### src/hdl/parity_consts.svh
// Purpose: named constants for the memory parity and NMI logic
// Assumes: 32-bit memory data bus split into four bytes
// Notes:   definitions only
`ifndef PARITY_CONSTS_SVH
`define PARITY_CONSTS_SVH
`define DATA_W        32
`define LANES         4
`define LANE_W        8
`define LANE_NONE     4'h0
`define LANE_ALL_OFF  4'hF
`define NMI_OFF_RST   1'b1
`define PFLT_IDLE     1'b1
`define OE_OFF        1'b1
`define SYNC_CLR      3'h0
`define SYNC_SET      3'h7
`endif

### src/hdl/parity_pkg.sv
// Purpose: shared types for the memory parity and NMI logic
// Assumes: included constants header supplies widths
// Notes:   types only
`include "parity_consts.svh"
package parity_pkg;
   typedef logic [`DATA_W-1:0] word_t;
   typedef logic [`LANES-1:0]  lane_t;
   // read-cycle tracking states, gray along idle -> read -> fault
   typedef enum logic [1:0] {
      ST_IDLE  = 2'b00,
      ST_READ  = 2'b01,
      ST_FAULT = 2'b11
   } chk_state_e;
endpackage

### src/hdl/parity_lane_if.sv
// Purpose: carries per-lane parity generation and check results
// Assumes: single clock domain
// Notes:   joins the top with the parity calculator
`timescale 1ns/1ns
`default_nettype none
interface parity_lane_if;
   import parity_pkg::*;
   word_t data;      // byte data to examine
   lane_t par_in;    // parity bits seen on the lines
   lane_t gen;       // odd parity generated per byte
   lane_t mismatch;  // per-byte parity disagreement
   modport calc (input data, input par_in, output gen, output mismatch);
   modport user (output data, output par_in, input gen, input mismatch);
endinterface
`default_nettype wire

### src/hdl/parity_calc.sv
// Purpose: odd parity generation and comparison per memory byte
// Assumes: purely combinational
// Notes:   one instance covers all four lanes
`timescale 1ns/1ns
`default_nettype none
`include "parity_consts.svh"
module parity_calc
   import parity_pkg::*;
(
   // lane signals
   parity_lane_if.calc lanes
);
   // odd parity bit: makes ones in byte plus bit odd
   function automatic logic odd_bit(input logic [`LANE_W-1:0] b);
      odd_bit = ~(^b);
   endfunction

   // per-lane generate and compare
   always_comb begin
      for (int i = 0; i < `LANES; i++) begin
         lanes.gen[i]      = odd_bit(lanes.data[i*`LANE_W +: `LANE_W]);
         lanes.mismatch[i] = lanes.gen[i] ^ lanes.par_in[i];
      end
   end
endmodule
`default_nettype wire

### src/hdl/memory_parity_nmi_logic.sv
// Purpose: byte parity on the memory data bus with channel check and NMI
// Assumes: memory controller marks read and write cycles with strobes
// Notes:   parity, data, check-enable, read and channel check pins pass three flops before use
//          data and parity lines three-state whenever no write is in progress
// What this block does
// - on memory reads, sample four parity lines and check each enabled byte
// - on memory writes, drive four parity lines with generated parity
// - controller gives active-low per-byte check enables; check only enabled bytes
// - parity error on a memory read asserts the active-low fault output
// - NMI out low when channel check or fault active and NMI enabled
// - NMI disable state is visible; reading 1 means NMI disabled
// - reset clears state, drives outputs inactive, releases data lines
`timescale 1ns/1ns
`default_nettype none
`include "parity_consts.svh"
module memory_parity_nmi_logic
   import parity_pkg::*;
(
   // clock and reset
   input  wire logic clk_sys,
   input  wire logic resetn,
   input  wire logic system_reset_in,
   // memory data bus
   input  wire word_t memory_data_in,
   output logic  [`DATA_W-1:0] memory_data_out,
   output logic  memory_data_oe_n,
   input  wire word_t write_data,
   // parity lines
   input  wire lane_t byte_parity_in,
   output logic  [`LANES-1:0] byte_parity_out,
   output logic  byte_parity_oe_n,
   // cycle control from memory controller
   input  wire logic mem_read,
   input  wire logic mem_write,
   input  wire lane_t byte_check_enable_n,
   // channel check and NMI
   input  wire logic channel_check_in_n,
   output logic  parity_fault_out_n,
   input  wire logic nmi_disable_set,
   input  wire logic nmi_disable_clr,
   output logic  nmi_disabled,
   output logic  nmi_out,
   output logic  nmi_oe_n,
   output logic  fault_clear_ack
);
   // synchroniser stages, filtered levels and the read tracker
   chk_state_e state_q;
   lane_t      par_s1_q, par_s2_q, par_s3_q;
   lane_t      en_s1_q, en_s2_q, en_s3_q;
   word_t      md_s1_q, md_s2_q, md_s3_q;
   logic [2:0] rd_s_q, chk_s_q;
   logic       rd_q, chk_q;
   logic       fault_q, nmi_off_q;
   logic       any_err;
   logic       sys_rst;
   // one calculator for the sampled read word, one for the outgoing write word
   parity_lane_if lanes_rd ();
   parity_lane_if lanes_wr ();

   // system reset already sits on this clock; it takes effect at the next edge
   assign sys_rst = system_reset_in;

   // three-stage sync of the parity lines and the per-byte check enables
   always_ff @(posedge clk_sys or negedge resetn) begin
      if (!resetn) begin
         par_s1_q <= `LANE_NONE;
         par_s2_q <= `LANE_NONE;
         par_s3_q <= `LANE_NONE;
         en_s1_q  <= `LANE_ALL_OFF;
         en_s2_q  <= `LANE_ALL_OFF;
         en_s3_q  <= `LANE_ALL_OFF;
      end else begin
         par_s1_q <= byte_parity_in;
         par_s2_q <= par_s1_q;
         par_s3_q <= par_s2_q;
         en_s1_q  <= byte_check_enable_n;
         en_s2_q  <= en_s1_q;
         en_s3_q  <= en_s2_q;
      end
   end

   // three-stage sync of the memory data, in step with the parity lines
   always_ff @(posedge clk_sys or negedge resetn) begin
      if (!resetn) begin
         md_s1_q <= '0;
         md_s2_q <= '0;
         md_s3_q <= '0;
      end else begin
         md_s1_q <= memory_data_in;
         md_s2_q <= md_s1_q;
         md_s3_q <= md_s2_q;
      end
   end

   // three-stage sync of the read level and the channel check line
   always_ff @(posedge clk_sys or negedge resetn) begin
      if (!resetn) begin
         rd_s_q  <= `SYNC_CLR;
         chk_s_q <= `SYNC_SET;
      end else begin
         rd_s_q  <= {rd_s_q[1:0], mem_read};
         chk_s_q <= {chk_s_q[1:0], channel_check_in_n};
      end
   end

   // accept a level once second and third stage agree
   always_ff @(posedge clk_sys or negedge resetn) begin
      if (!resetn) begin
         rd_q  <= 1'b0;
         chk_q <= 1'b1;
      end else begin
         if (rd_s_q[1] == rd_s_q[2])
            rd_q <= rd_s_q[2];
         if (chk_s_q[1] == chk_s_q[2])
            chk_q <= chk_s_q[2];
      end
   end

   // read side check of the sampled byte lanes
   assign lanes_rd.data   = md_s3_q;
   assign lanes_rd.par_in = par_s3_q;
   parity_calc u_chk (
      .lanes (lanes_rd)
   );

   // write side generation from the write data
   assign lanes_wr.data   = write_data;
   assign lanes_wr.par_in = `LANE_NONE;
   parity_calc u_gen (
      .lanes (lanes_wr)
   );

   // error only in enabled bytes during a read; the third read stage falls together
   // with the sampled data, so a bus released at the end of a read never faults
   assign any_err = rd_q && rd_s_q[2] && |(lanes_rd.mismatch & ~en_s3_q);

   // read tracking: an error after the first read cycle latches the fault until the read ends
   // so one bad word is not lost while a long read is still in progress
   always_ff @(posedge clk_sys or negedge resetn) begin
      if (!resetn) begin
         state_q <= ST_IDLE;
      end else if (sys_rst) begin
         state_q <= ST_IDLE;
      end else begin
         case (state_q)
            ST_IDLE: begin
               if (rd_q)
                  state_q <= ST_READ;
            end
            ST_READ: begin
               if (any_err)
                  state_q <= ST_FAULT;
               else if (!rd_q)
                  state_q <= ST_IDLE;
            end
            ST_FAULT: begin
               if (!rd_q && !any_err)
                  state_q <= ST_IDLE;
            end
            default: state_q <= ST_IDLE;
         endcase
      end
   end

   // registered fault output, also set by error in the first read cycle
   // system reset wins over a standing error
   always_ff @(posedge clk_sys or negedge resetn) begin
      if (!resetn)
         fault_q <= 1'b0;
      else if (sys_rst)
         fault_q <= 1'b0;
      else
         fault_q <= any_err || (state_q == ST_FAULT && rd_q);
   end

   // nmi disable bit, set wins over clear, disabled after reset
   always_ff @(posedge clk_sys or negedge resetn) begin
      if (!resetn)
         nmi_off_q <= `NMI_OFF_RST;
      else if (sys_rst)
         nmi_off_q <= `NMI_OFF_RST;
      else if (nmi_disable_set)
         nmi_off_q <= 1'b1;
      else if (nmi_disable_clr)
         nmi_off_q <= 1'b0;
   end

   // pin outputs
   assign parity_fault_out_n = fault_q ? 1'b0 : `PFLT_IDLE;
   assign nmi_disabled       = nmi_off_q;
   // open collector: enable low pulls the line low
   assign nmi_out  = 1'b0;
   assign nmi_oe_n = ~(!nmi_off_q && (!chk_q || fault_q));
   // card holds the line low; we only follow its level
   assign fault_clear_ack = chk_q;

   // drive enable, low only on a write cycle outside system reset
   function automatic logic drive_n(input logic wr, input logic rst);
      drive_n = ~(wr && !rst);
   endfunction

   // parity lines driven only on writes outside reset
   always_ff @(posedge clk_sys or negedge resetn) begin
      if (!resetn) begin
         byte_parity_out  <= `LANE_NONE;
         byte_parity_oe_n <= `OE_OFF;
      end else begin
         byte_parity_out  <= lanes_wr.gen;
         byte_parity_oe_n <= drive_n(mem_write, sys_rst);
      end
   end

   // data lines share the write window and three-state otherwise
   always_ff @(posedge clk_sys or negedge resetn) begin
      if (!resetn) begin
         memory_data_out  <= '0;
         memory_data_oe_n <= `OE_OFF;
      end else begin
         memory_data_out  <= write_data;
         memory_data_oe_n <= drive_n(mem_write, sys_rst);
      end
   end
endmodule
`default_nettype wire

### config.mk
export PLATFORM = sky130hd
export DESIGN_NAME = memory_parity_nmi_logic
export DESIGN_NICKNAME = d
export VERILOG_FILES = /design/src/hdl/parity_pkg.sv /design/src/hdl/parity_lane_if.sv /design/src/hdl/parity_calc.sv /design/src/hdl/memory_parity_nmi_logic.sv
export VERILOG_INCLUDE_DIRS = /design/src /design/src/hdl
export SDC_FILE = /design/constraint.sdc
export NUM_CORES = 1
export LEC_CHECK = 0
export ABC_AREA = 1
export BUFFER_PORTS_ARGS = -buffer_cell sky130_fd_sc_hd__buf_2
export CAP_MARGIN = 20
export CORE_MARGIN = 2
export CORE_UTILIZATION = 50
export DETAILED_ROUTE_END_ITERATION = 12
export PLACE_DENSITY = 0.75
export SLEW_MARGIN = 30
export SYNTH_ARGS = -nofsm -noshare
export SYNTH_HDL_FRONTEND = slang
export SYNTH_SLANG_ARGS = --single-unit
export TNS_END_PERCENT = 50
### constraint.sdc
create_clock -name clk_sys -period 1.6 [get_ports clk_sys]
set_input_delay 0.24 -clock clk_sys [delete_from_list [all_inputs] [get_ports clk_sys]]
set_output_delay 0.24 -clock clk_sys [all_outputs]
set_load 0.02 [all_outputs]
# --- Yosys cells after proc, flatten, opt, wreduce, memory -nomap -nowiden ---
# Index checks and enable logic that the tools add are counted.
# W data, S select, Z words.
op_classes:
  n_eq_ne: 7
  mux: 11
  bitwise_logic: 16
  reduce_logical: 25
op_table:
  columns: ["operator", "count"]
  rows:
  - ["$reduce_xor A8 Y1", 8]
  - ["$mux W2", 5]
  - ["$not A1 Y1", 10]
  - ["$logic_and A1 B1 Y1", 6]
  - ["$ne A3 B3 Y1 const B", 2]
  - ["$pmux W2 S3", 1]
  - ["$logic_not A1 Y1", 5]
  - ["$mux W1", 5]
  - ["$and A4 B4 Y4", 1]
  - ["$ne A4 B4 Y1 const B", 1]
  - ["$not A4 Y4", 1]
  - ["$reduce_or A4 Y1", 1]
  - ["$xor A1 B1 Y1", 4]
  - ["$reduce_and A3 Y1", 1]
  - ["$reduce_bool A3 Y1", 1]
  - ["$eq A1 B1 Y1", 2]
  - ["$eq A2 B1 Y1 const B", 1]
  - ["$eq A2 B2 Y1 const B", 1]
  - ["$logic_not A2 Y1", 1]
  - ["$logic_or A1 B1 Y1", 2]
totals:
  regBits: 169
  inputBits: 80
  out_inout_bits: 43
  elab_cells: 78

# --- Longest topological paths before layout ---
# Gate-level depths: netlist (run 1).
depth:
  depth_word: 11
  mapped_depth: 15
  mapped_depth_nobuf: 15

# --- Cells and area by module ---
# Synthesis (run 1) repeated with hierarchy kept, for this count alone.
hier_totals:
  cells_unflattened: 629
  area_unflattened_um2: 6050.8
by_module_without_submodules:
  columns: ["module", "instances", "cells_each", "area_per_inst_um2", "seq_area_each_um2"]
  rows:
  - ["memory_parity_nmi_logic", 1, 213, 4459.3, 4251.6]
  - ["parity_calc", 2, 208, 795.8, 0.0]

# --- Worst setup path before layout (run 1) ---
# OpenSTA, ideal clock, no wires.
synth_timing:
  path_type: "register to register"
  startpoint: "register md_s3_q[2], in the netlist lanes_rd.data[2]"
  endpoint: "register state_q[0]"
  setup_time_ps: 129
  t_arrival_ps: 1243
  t_required_ps: 1471
  setup_slack_ps: 229
  path_stages_with_launch: 13
  path_buffers: 0
  period_less_slack_ps: 1371
  cell_sequence: "dfrtp_1 > nand2_1 > inv_2 > nor2_1 > nand2_2 > nand3_1 > nand3_1 > nand3_2 > nand2_2 > o21bai_4 > nand2_1 > nand2_1 > o21ai_2"
synth_via:
  elab_chain_len: 10
  word_cells_on_any_way: 14
  classes_between: "eq/ne: 2; mux: 3; bitwise: 3; reduce/logical: 6"
synth_rtl:
  columns: ["element", "line_no", "text"]
  rows:
  - ["from (decl)", "memory_parity_nmi_logic.sv:50", "word_t md_s1_q, md_s2_q, md_s3_q;"]
  - ["from (signal assigned)", "memory_parity_nmi_logic.sv:91", "md_s3_q <= md_s2_q;"]
  - ["$reduce_xor A8 Y1 (*)", "parity_calc.sv:15", "odd_bit = ~(^b);"]
  - ["$not A1 Y1 (*)", "parity_calc.sv:15", null]
  - ["$xor A1 B1 Y1 (*)", "parity_calc.sv:22", "lanes.mismatch[i] = lanes.gen[i] ^ lanes.par_in[i];"]
  - ["$and A4 B4 Y4 (*)", "memory_parity_nmi_logic.sv:135", "assign any_err = rd_q && rd_s_q[2] && |(lanes_rd.mismatch & ~en_s3_q);"]
  - ["$reduce_or A4 Y1 (*)", "memory_parity_nmi_logic.sv:135", null]
  - ["$logic_and A1 B1 Y1 (*)", "memory_parity_nmi_logic.sv:135", null]
  - ["$logic_not A1 Y1", "memory_parity_nmi_logic.sv:157", "if (!rd_q && !any_err)"]
  - ["$logic_and A1 B1 Y1", "memory_parity_nmi_logic.sv:157", null]
  - ["$ne A3 B3 Y1 (no source line)", null, null]
  - ["$reduce_and A3 Y1 (no source line)", null, null]
  - ["to (signal assigned)", "memory_parity_nmi_logic.sv:154", "state_q <= ST_IDLE;"]
  - ["to (signal assigned)", "memory_parity_nmi_logic.sv:158", "state_q <= ST_IDLE;"]
  - ["to (signal assigned)", "memory_parity_nmi_logic.sv:160", "default: state_q <= ST_IDLE;"]
  - ["to (decl)", "memory_parity_nmi_logic.sv:47", "chk_state_e state_q;"]
# Mark *: on every way between the ends. The rest lies on a longest branch, timed or not.
# A chain may end at the register's enable or synchronous reset.

# --- Worst setup path after layout (run 1) ---
layout_timing:
  startpoint: "register md_s3_q[25], in the netlist lanes_rd.data[25]"
  endpoint: "register state_q[0]"
# Same word-level chain as after synthesis.

==> metrics, run 1 <==
run status=complete, no violations; Congestion Overflow GR=0; Distinct cells, synth=22; CP max stage delay=around 0.40 ns; DRT Wirelength=10600 µm; endpoint class of the critical path=flip-flop; final design instance area without fill=0.007611 mm²; Comb pwr share=around 10%; crit-path cells=inv_1 -> nand2_2 -> nand2_1 -> nand2_1 -> nand3_1 -> nand2_2 -> nand2_1 -> nand2_1 -> nand2_1 -> nand2_2 -> o21bai_4 -> nand2_1 -> nand2_1 -> o21ai_2; PortBufs=121; Tmin final=1.572 ns; RSZ-0062 raised after global routing=yes; Sw Ratio=23.52%; worst reg2reg path depth=14; clk buf depth=2; Cell Int Power=7.414 mW; CTS root buffer=clkbuf_8; Worst-path clk slew=0.07 ns; vias in the first global route=about 3800; Crit-path slowest cell=dfrtp_1; I/O pin count=123; Yosys top cell area share=~71%; non-filler cells, final=751; WL/cell=about 14 µm; antenna violations before repair=0; Core Region=0.01032 mm²; vias per inst=4.609; vias=~3500; Cell Area, Synth=0.005338 mm²; Core Util, Final=about three quarters; die area=about 0.012 mm²; Critical Path AT=1.98 ns; sequential element share of the synthesized area=79.65%; layout cell share with drive strength beyond 1=32.68%; worst hold path class=in2async; PwrDens=1274 mW/mm²; Initial DRC Count=between 150 and 200; RePlAce Congestion=around 0.76; Area growth, synth to finish=42.59%; Detail Route Antenna Nets=0; CTS tree=yes; final hold vios=0; row count=37; Mapped Nets=459; final setup fails=0; Pleak=3.760 nW; Period Utilization, post-route=98.28%; f_max=636.0 MHz; Clock Skew=0.008083 ns; syn_area_per_cell=roughly 14 µm²; largest cells by area after synthesis=dfrtp_1, dfstp_2, nand2_1; Starting Density=about 52%; DIE WIDTH=107.3 µm; Final Power=9.694 mW; Required @ worst endpoint=about 2 ns; placed inst area=0.006180 mm²; YS warnings=0; # nets final=682; critical path's most frequent cell=nand2_1; Fin Hold WS=roughly 0.18 ns; drt pass-1 iters=4; die height=107.3 µm; crit start category=flip-flop; kind of critical path=reg2reg; H-tree Lvls=4; dpl cells=639; Max-cap violations=0; pins over their slew limit=0; post-route setup slack=around 0.028 ns; Yosys top cell by area=dfrtp_1; clk_lat worst skew=about 0.53 ns; largest net degree at the start of global routing=46; CP Launch Point=lanes_rd.data[25]; total track usage=20.65%; Seq cells post-synth=169; CTS Buf Count=17; first-pass GRT wire length=about 17000 µm; peak supply drop=0.9410 mV; RR Startpoint=lanes_rd.data[25]; DP Worst Slack=0.05717 ns; setup_tns=0 ns; Seq pwr share=48.2%; number of clock sinks=169; DP Wirelength=5604 µm; Clock power frac=41.7%; critical path peak fanout=4; n_diodes=0; cells after synthesis=around 380; DR DRC count=0; net switching power figure=2.280 mW
==> worst max-delay path, delay by kind of cell, from the launching register on <==
kind                   cells  cell delay (ns)
DFF                        1             0.40
AOI/OAI and AO/OA          2             0.19
and+or+nand+nor           11             0.77
buffers and inverters      1             0.08
==> registers in the layout, indices dropped and copies added, names as in the netlist, 2 cells and up <==
| signal | cells |
|---|---|
| md_s2_q | 32 |
| lanes_rd.par_in | 4 |
| memory_data_out | 32 |
| md_s1_q | 32 |
| chk_s_q | 3 |
| en_s1_q | 4 |
| byte_parity_out | 4 |
| en_s3_q | 4 |
| en_s2_q | 4 |
| par_s2_q | 4 |
| par_s1_q | 4 |
| lanes_rd.data | 32 |
| state_q | 2 |
| rd_s_q | 3 |
==> cells by family (layout without fill, tap and decap cells) <==
group	after synthesis	count (layout)	synth area share, %
flops	169	169	79.65
fa+ha+maj	2	2	0.3751
buf+inv	39	275	2.883
xor+xnor	39	39	6.399
compound gates	6	6	0.9375
other cells	1	1	0.07026
simple gates	123	123	9.681
==> what timing repair did <==
| item | in CTS | in global routing |
|---|---|---|
| hold endpoints to repair | 231 | 0 |
| pin swaps | 0 | 2 |
| gates resized for setup | 1 | 12 |
| setup endpoints to repair | 1 | 4 |
| buffers inserted | 0 | 1 |
| hold buffers | 79 | 0 |
==> worst paths after layout <==
path                                       to  slack (ns)
min in group clk_sys         lanes_rd.data[3]        0.34
max reg2reg                        state_q[0]        0.03
min                        memory_data_out[5]        0.18
max in group asynchronous          en_s3_q[3]        0.78
min reg2reg                  lanes_rd.data[3]        0.34
max                                state_q[0]        0.03
==> cells in the mapped netlist <==
cell and count:
conb_1 1, nand3_2 3, inv_2 5, a21oi_1 1, xor2_1 13, nand4_1 1
o21ai_0 1, o21bai_1 1, maj3_1 2, nor2_1 11, o21ai_1 1, dfstp_2 18
nand3_1 19, o21bai_4 1, o21ai_2 1, nand2_1 85, inv_1 32, dfrtp_1 151
nor4_1 1, nand2_2 3, buf_4 2, xnor2_1 26
==> per-layer routing <==
metal	GRT usage [%]	wire, µm
met1	22.75	3985
met2	35.26	5682
met3	8.414	682
met4	8.905	247
met5	0	0
==> layout make-up <==
| class | instances | area [µm²] |
|---|---|---|
| Clock inverter | 11 | 130.1 |
| Inverter | 37 | 138.9 |
| Tap cell | 136 | 170.2 |
| Fill cell | 630 | 2713 |
| Timing Repair Buffer | 206 | 1491 |
| Sequential cell | 169 | 4252 |
| Multi-Input combinational cell | 171 | 959.7 |
| Clock buffer | 21 | 469.2 |
==> power groups by stage <==
stage / sequential (mW) / clock (mW) / combinational (mW)
after global placement: 4.71 / 0 / 0.769
after detailed placement: 4.73 / 0 / 0.798
after global routing: 4.69 / 4.30 / 1.09
after CTS: 4.66 / 4.13 / 0.957
final: 4.67 / 4.04 / 0.983
after floorplan: 4.83 / 0 / 0.318
==> cells in the final DEF, fill, tap and decap left out, types with 5 or more instances in the layout <==
| master | netlist | layout |
|---|---|---|
| dfstp_2 | 18 | 18 |
| nand2_2 | 3 | 9 |
| inv_2 | 5 | 8 |
| dfrtp_1 | 151 | 151 |
| nor2_1 | 11 | 11 |
| xor2_1 | 13 | 12 |
| clkbuf_8 | 0 | 5 |
| nand3_1 | 19 | 18 |
| nand2_1 | 85 | 79 |
| buf_2 | 0 | 119 |
| inv_1 | 32 | 29 |
| xnor2_1 | 26 | 26 |
| dlygate4sd3_1 | 0 | 79 |
| clkbuf_16 | 0 | 16 |
Power figures use the tool's default switching activity.
==> inputs of run 2 (changes only) <==
--- a/config.mk
+++ b/config.mk
@@ -9,6 +9,7 @@
 export ABC_AREA = 1
 export BUFFER_PORTS_ARGS = -buffer_cell sky130_fd_sc_hd__buf_2
 export CAP_MARGIN = 20
+export CORE_ASPECT_RATIO = 0.75
 export CORE_MARGIN = 2
 export CORE_UTILIZATION = 50
 export DETAILED_ROUTE_END_ITERATION = 12
==> run 2 against run 1 <==
Count of clock-buffer cells in the layout decreased by 2. Sequential power hardly changed. Combinational power hardly changed. Via count shrank 3.4%. Register-to-register slack barely moved. Critical path type unchanged.
==> metrics, run 2 (synthesized netlist as in run 1, its figures left out) <==
die height=93.48 µm; antenna violations before repair=0; critical path peak fanout=4; DP Worst Slack=0.06847 ns; PortBufs=about 120; pins over their slew limit=0; vias per inst=4.465; vias in the first global route=3706; Crit-path slowest cell=dfrtp_1; Initial DRC Count=140; RSZ-0062 raised after global routing=yes; Worst-path clk slew=0.06 ns; final hold vios=0; Core Region=between 0.01 and 0.015 mm²; # nets final=roughly 700; DR DRC count=0; crit start category=flip-flop; row count=32; Worst Hold Depth=3; vias=3344; total track usage=around a fifth; Tightest Pin Transition=0.5005 ns; first-pass GRT wire length=17410 µm; run status=complete, no violations; drt pass-1 iters=4; DIE WIDTH=123.3 µm; Max-cap violations=0; layout cell share with drive strength beyond 1=between 30% and 40%; DP Wirelength=5589 µm; stages on the worst setup path=12; largest net degree at the start of global routing=55; Fin Hold WS=0.05921 ns; dpl cells=641; most frequent cells in the layout=dfrtp_1, buf_2, nand2_1, dlygate4sd3_1; kind of critical path=reg2reg; critical path's most frequent cell=nand2_2; H-tree Lvls=4; peak supply drop=approximately 0.86 mV; Tmin final=around 1.6 ns; crit-path cells=nand2_2 -> inv_2 -> nor2_2 -> nand2_2 -> nand3_1 -> nand3_2 -> nand3_2 -> nand2_2 -> o21bai_4 -> nand2_1 -> nand2_1 -> o21ai_2; most common cell after layout, fill and taps aside=dfrtp_1; Starting Density=51.67%; PwrDens=roughly 1200 mW/mm²; worst path bufs/invs=1; delay-heaviest family, CP=simple AND/OR/NAND/NOR gates; worst hold path class=in2reg; CTS root buffer=clkbuf_16; clk_lat worst skew=0.42 ns; DRT Wirelength=10630 µm; I/O pin count=123; WL/cell=14.19 µm; Slew headroom=66.64%; Pleak=3.705 nW; post-route setup slack=about 0.038 ns; Period Utilization, post-route=97.62%; n_diodes=0; Area growth, synth to finish=40.81%; Detail Route Antenna Nets=0; non-filler cells, final=749; RePlAce Congestion=0.6982; final setup fails=0; Required @ worst endpoint=1.89 ns; Critical Path AT=1.85 ns; endpoint class of the critical path=flip-flop; f_max=640.3 MHz; Congestion Overflow GR=0; CTS tree=yes; Clock Skew=0.009148 ns; CTS Buf Count=17; worst reg2reg path depth=12; number of clock sinks=169; CP max stage delay=0.44 ns; clk buf depth=2; die area=0.01153 mm²
run 2: routing by layer:
metal  wire length, µm  track usage, %  vias up
met2              5616           35.53      120
li1                  -               -     1602
met3               764           8.171       23
met5                 0               0        -
met4               239           9.091        0
met1              4007           22.88     1599
run 2: worst reg2reg max path, stage by stage (launching register included):
cell      delay [ns]
dfrtp_1         0.44
nand2_2         0.13
inv_2           0.04
nor2_2          0.08
nand2_2         0.06
nand3_1         0.10
nand3_2         0.11
nand3_2         0.07
nand2_2         0.06
o21bai_4        0.14
nand2_1         0.07
nand2_1         0.08
o21ai_2         0.05
run 2: cell type report:
| type | instances | area, µm² |
|---|---|---|
| Clock buffer | 19 | 442.9 |
| Clock inverter | 12 | 92.59 |
| Fill cell | 655 | 2814 |
| Tap cell | 136 | 170.2 |
| Multi-Input combinational cell | 171 | 959.7 |
| Timing Repair Buffer | 205 | 1460 |
| Inverter | 37 | 138.9 |
| Sequential cell | 169 | 4252 |
run 2: metrics by stage:
| step | cell area (µm²) | setup TNS, ns | util, % | total power [mW] |
|---|---|---|---|---|
| finish | 7516 | 0 | 72.76 | 9.322 |
| global route | 7516 | -0.1304 | 72.76 | 9.729 |
| CTS | 7488 | 0 | 72.49 | 9.323 |
| detailed placement | 6182 | 0 | 59.85 | 5.524 |
| global placement | 6182 | 0 | 59.85 | 5.482 |
| floorplan | 5338 | 0 | - | 5.145 |
run 2: worst paths after layout:
check | start | to | slack [ns]
setup / recovery | lanes_rd.data[2] | state_q[0] | 0.04
hold reg to reg | md_s2_q[5] | lanes_rd.data[5] | 0.34
hold / removal | nmi_disable_set | nmi_disabled | 0.06
setup reg to reg | lanes_rd.data[2] | state_q[0] | 0.04
max in group asynchronous | resetn | lanes_rd.par_in[2] | 0.60
min in group asynchronous | resetn | lanes_rd.data[6] | 0.36
run 2: what timing repair did:
action,4_1_cts,5_1_grt
gates resized for setup,1,14
buffers inserted,0,0
setup endpoints to repair,1,3
gates cloned,0,0
hold buffers,77,0
pin swaps,0,3
hold endpoints to repair,106,0
run 2: report_power, final:
| group | internal (mW) | switching (mW) | leakage, nW | total [mW] |
|---|---|---|---|---|
| Combinational | 0.445 | 0.535 | 1.49 | 0.980 |
| Clock | 2.03 | 1.64 | 0.258 | 3.68 |
| Sequential | 4.55 | 0.114 | 1.95 | 4.66 |
==> inputs of run 3 (changes only) <==
--- a/config.mk
+++ b/config.mk
@@ -11,11 +11,12 @@
 export CAP_MARGIN = 20
 export CORE_ASPECT_RATIO = 0.75
 export CORE_MARGIN = 2
-export CORE_UTILIZATION = 50
+export CORE_UTILIZATION = 45
 export DETAILED_ROUTE_END_ITERATION = 12
-export PLACE_DENSITY = 0.75
+export PLACE_DENSITY = 0.67
 export SLEW_MARGIN = 30
 export SYNTH_ARGS = -nofsm -noshare
 export SYNTH_HDL_FRONTEND = slang
+export SYNTH_HIERARCHICAL = 1
 export SYNTH_SLANG_ARGS = --single-unit
 export TNS_END_PERCENT = 50
==> run 3 against run 2 <==
Largest cell class unchanged. Cell count rose by 35%. Highest routed layer unchanged. Total power rose by 1.1%. The flow now finishes with violations (negative setup slack). Fmax fell by 4.2%. Combinational power barely moved. Wire length rose by 10%. Clock power rose by 4%. Die area rose by 23%.
==> metrics, run 3 <==
run status=finished, violations left; failing checks=negative setup slack; worst path bufs/invs=3; Detail Route Antenna Nets=0; final hold vios=0; most common cell after layout, fill and taps aside=nand2_1; dpl cells=905; most frequent cells in the layout=nand2_1, dfrtp_1, buf_2, inv_1, dlygate4sd3_1; Area growth, synth to finish=37.32%; Pleak=4.519 nW; Worst Hold Depth=3; DP Wirelength=roughly 7100 µm; Clock Skew=0.007857 ns; CTS tree=yes; WL/cell=approximately 12 µm; vias per inst=4.387; RePlAce Congestion=0.7966; Starting Density=46.03%; DP Worst Slack=-0.01399 ns; clk_lat worst skew=approximately 0.43 ns; launch point of the worst hold path=nmi_disable_set; worst reg2reg path depth=17; Endpoint, Worst Hold=nmi_disabled; Core Region=0.01297 mm²; final design instance area without fill=0.008199 mm²; placed inst area=between 0.006 and 0.007 mm²; PortBufs=121; vias=around 4400; Worst-path clk slew=0.06 ns; antenna violations before repair=0; critical path peak fanout=3; I/O pin count=123; DIE WIDTH=137.0 µm; syn_area_per_cell=between 9 and 10 µm²; die height=103.8 µm; RSZ-0062 raised after global routing=yes; die area=around 0.014 mm²; first-pass GRT wire length=20130 µm; crit start category=flip-flop; crit-path cells=nand2_2 -> inv_2 -> nor2_2 -> nand2_1 -> nand2_1 -> nand2_1 -> nand2_1 -> nand2_1 -> nand2_1 -> nand2_1 -> nand2_1 -> inv_1 -> nand2_2 -> nand3_2 -> nand2_1 -> inv_1 -> o21bai_1; Cell Area, Synth=0.005971 mm²; worst hold path class=in2reg; final setup fails=1; peak supply drop=approximately 0.85 mV; clk buf depth=2; endpoint class of the critical path=flip-flop; RR Startpoint=lanes_rd.data[25]; critical path's most frequent cell=nand2_1; non-filler cells, final=1014; Core Util, Final=63.20%; Initial DRC Count=206; DRT Wirelength=11720 µm; vias in the first global route=4677; cells after synthesis=609; CTS Buf Count=17; f_max=613.2 MHz; flop2flop setup slack=-0.03 ns; Congestion Overflow GR=0; PwrDens=roughly 1100 mW/mm²; largest net degree at the start of global routing=36; Critical Path AT=1.94 ns; pins over their slew limit=0; Period Utilization, post-route=101.9%; Crit-path slowest cell=dfrtp_1; Tmin final=around 1.6 ns; layout cell share with drive strength beyond 1=23.37%; post-route setup slack=-0.03092 ns; CTS root buffer=clkbuf_16; Required @ worst endpoint=1.91 ns; delay-heaviest family, CP=simple AND/OR/NAND/NOR gates; kind of critical path=reg2reg; H-tree Lvls=4; total track usage=a little under a fifth; Final Power=9.425 mW; Mapped Nets=roughly 690; YS warnings=6; drt pass-1 iters=5; row count=36; Max-cap violations=0; n_diodes=0; # nets final=slightly above 900; RR Endpoint=state_q[0]; CP max stage delay=0.40 ns; number of clock sinks=169; DR DRC count=0
run 3: stage by stage:
stage,TNS [ns],hold slack [ns]
after floorplan,0,-0.05559
after global placement,0,0.1427
after detailed placement,-0.01399,0.1404
after CTS,-0.02234,0.01988
after global routing,-0.3486,0.04499
final,-0.03092,0.04448
run 3: worst max path at each step:
stage,startpoint,to,depth (start not counted),slack [ns]
floorplan,lanes_rd.data[16],state_q[0],17,0.15
global placement,lanes_rd.data[0],state_q[0],17,0.04
detailed placement,lanes_rd.data[18],state_q[0],17,-0.01
CTS,lanes_rd.data[24],state_q[0],17,-0.02
global route,lanes_rd.data[8],state_q[0],17,-0.23
finish,lanes_rd.data[25],state_q[0],17,-0.03
run 3: repair_timing:
action	4_1_cts	5_1_grt
hold endpoints to repair	150	0
hold buffers	77	0
endpoints found under the setup margin	1	2
buffers inserted	0	0
resized for setup	2	4
pin swaps	1	4
run 3: cell type report:
| class | count | area (µm²) |
|---|---|---|
| inverters | 93 | 349.1 |
| well taps | 171 | 214.0 |
| multi-input cells | 345 | 1360 |
| repair buffers | 204 | 1465 |
| flip-flops and latches | 169 | 4252 |
| clock buffers | 17 | 425.4 |
| clock inverters | 15 | 133.9 |
| fillers | 976 | 4773 |
run 3: metal layers:
| metal | routed length [µm] | global-route usage (%) | vias up |
|---|---|---|---|
| met1 | 4865 | 20.87 | 2079 |
| met4 | 217 | 7.216 | 0 |
| li1 | - | - | 2215 |
| met3 | 796 | 7.832 | 20 |
| met5 | 0 | 0 | - |
| met2 | 5839 | 29.99 | 134 |
run 3: worst min-delay path, stage by stage:
cell	delay, ns
buf_2	0.08
nor2_1	0.03
o21ai_0	0.08
run 3: power breakdown:
part           internal (mW)  switching (mW)  leakage, nW
registers               4.52          0.0905         1.95
logic                  0.419           0.558         2.30
clock network           2.04            1.79        0.270
total                   6.99            2.44         4.52
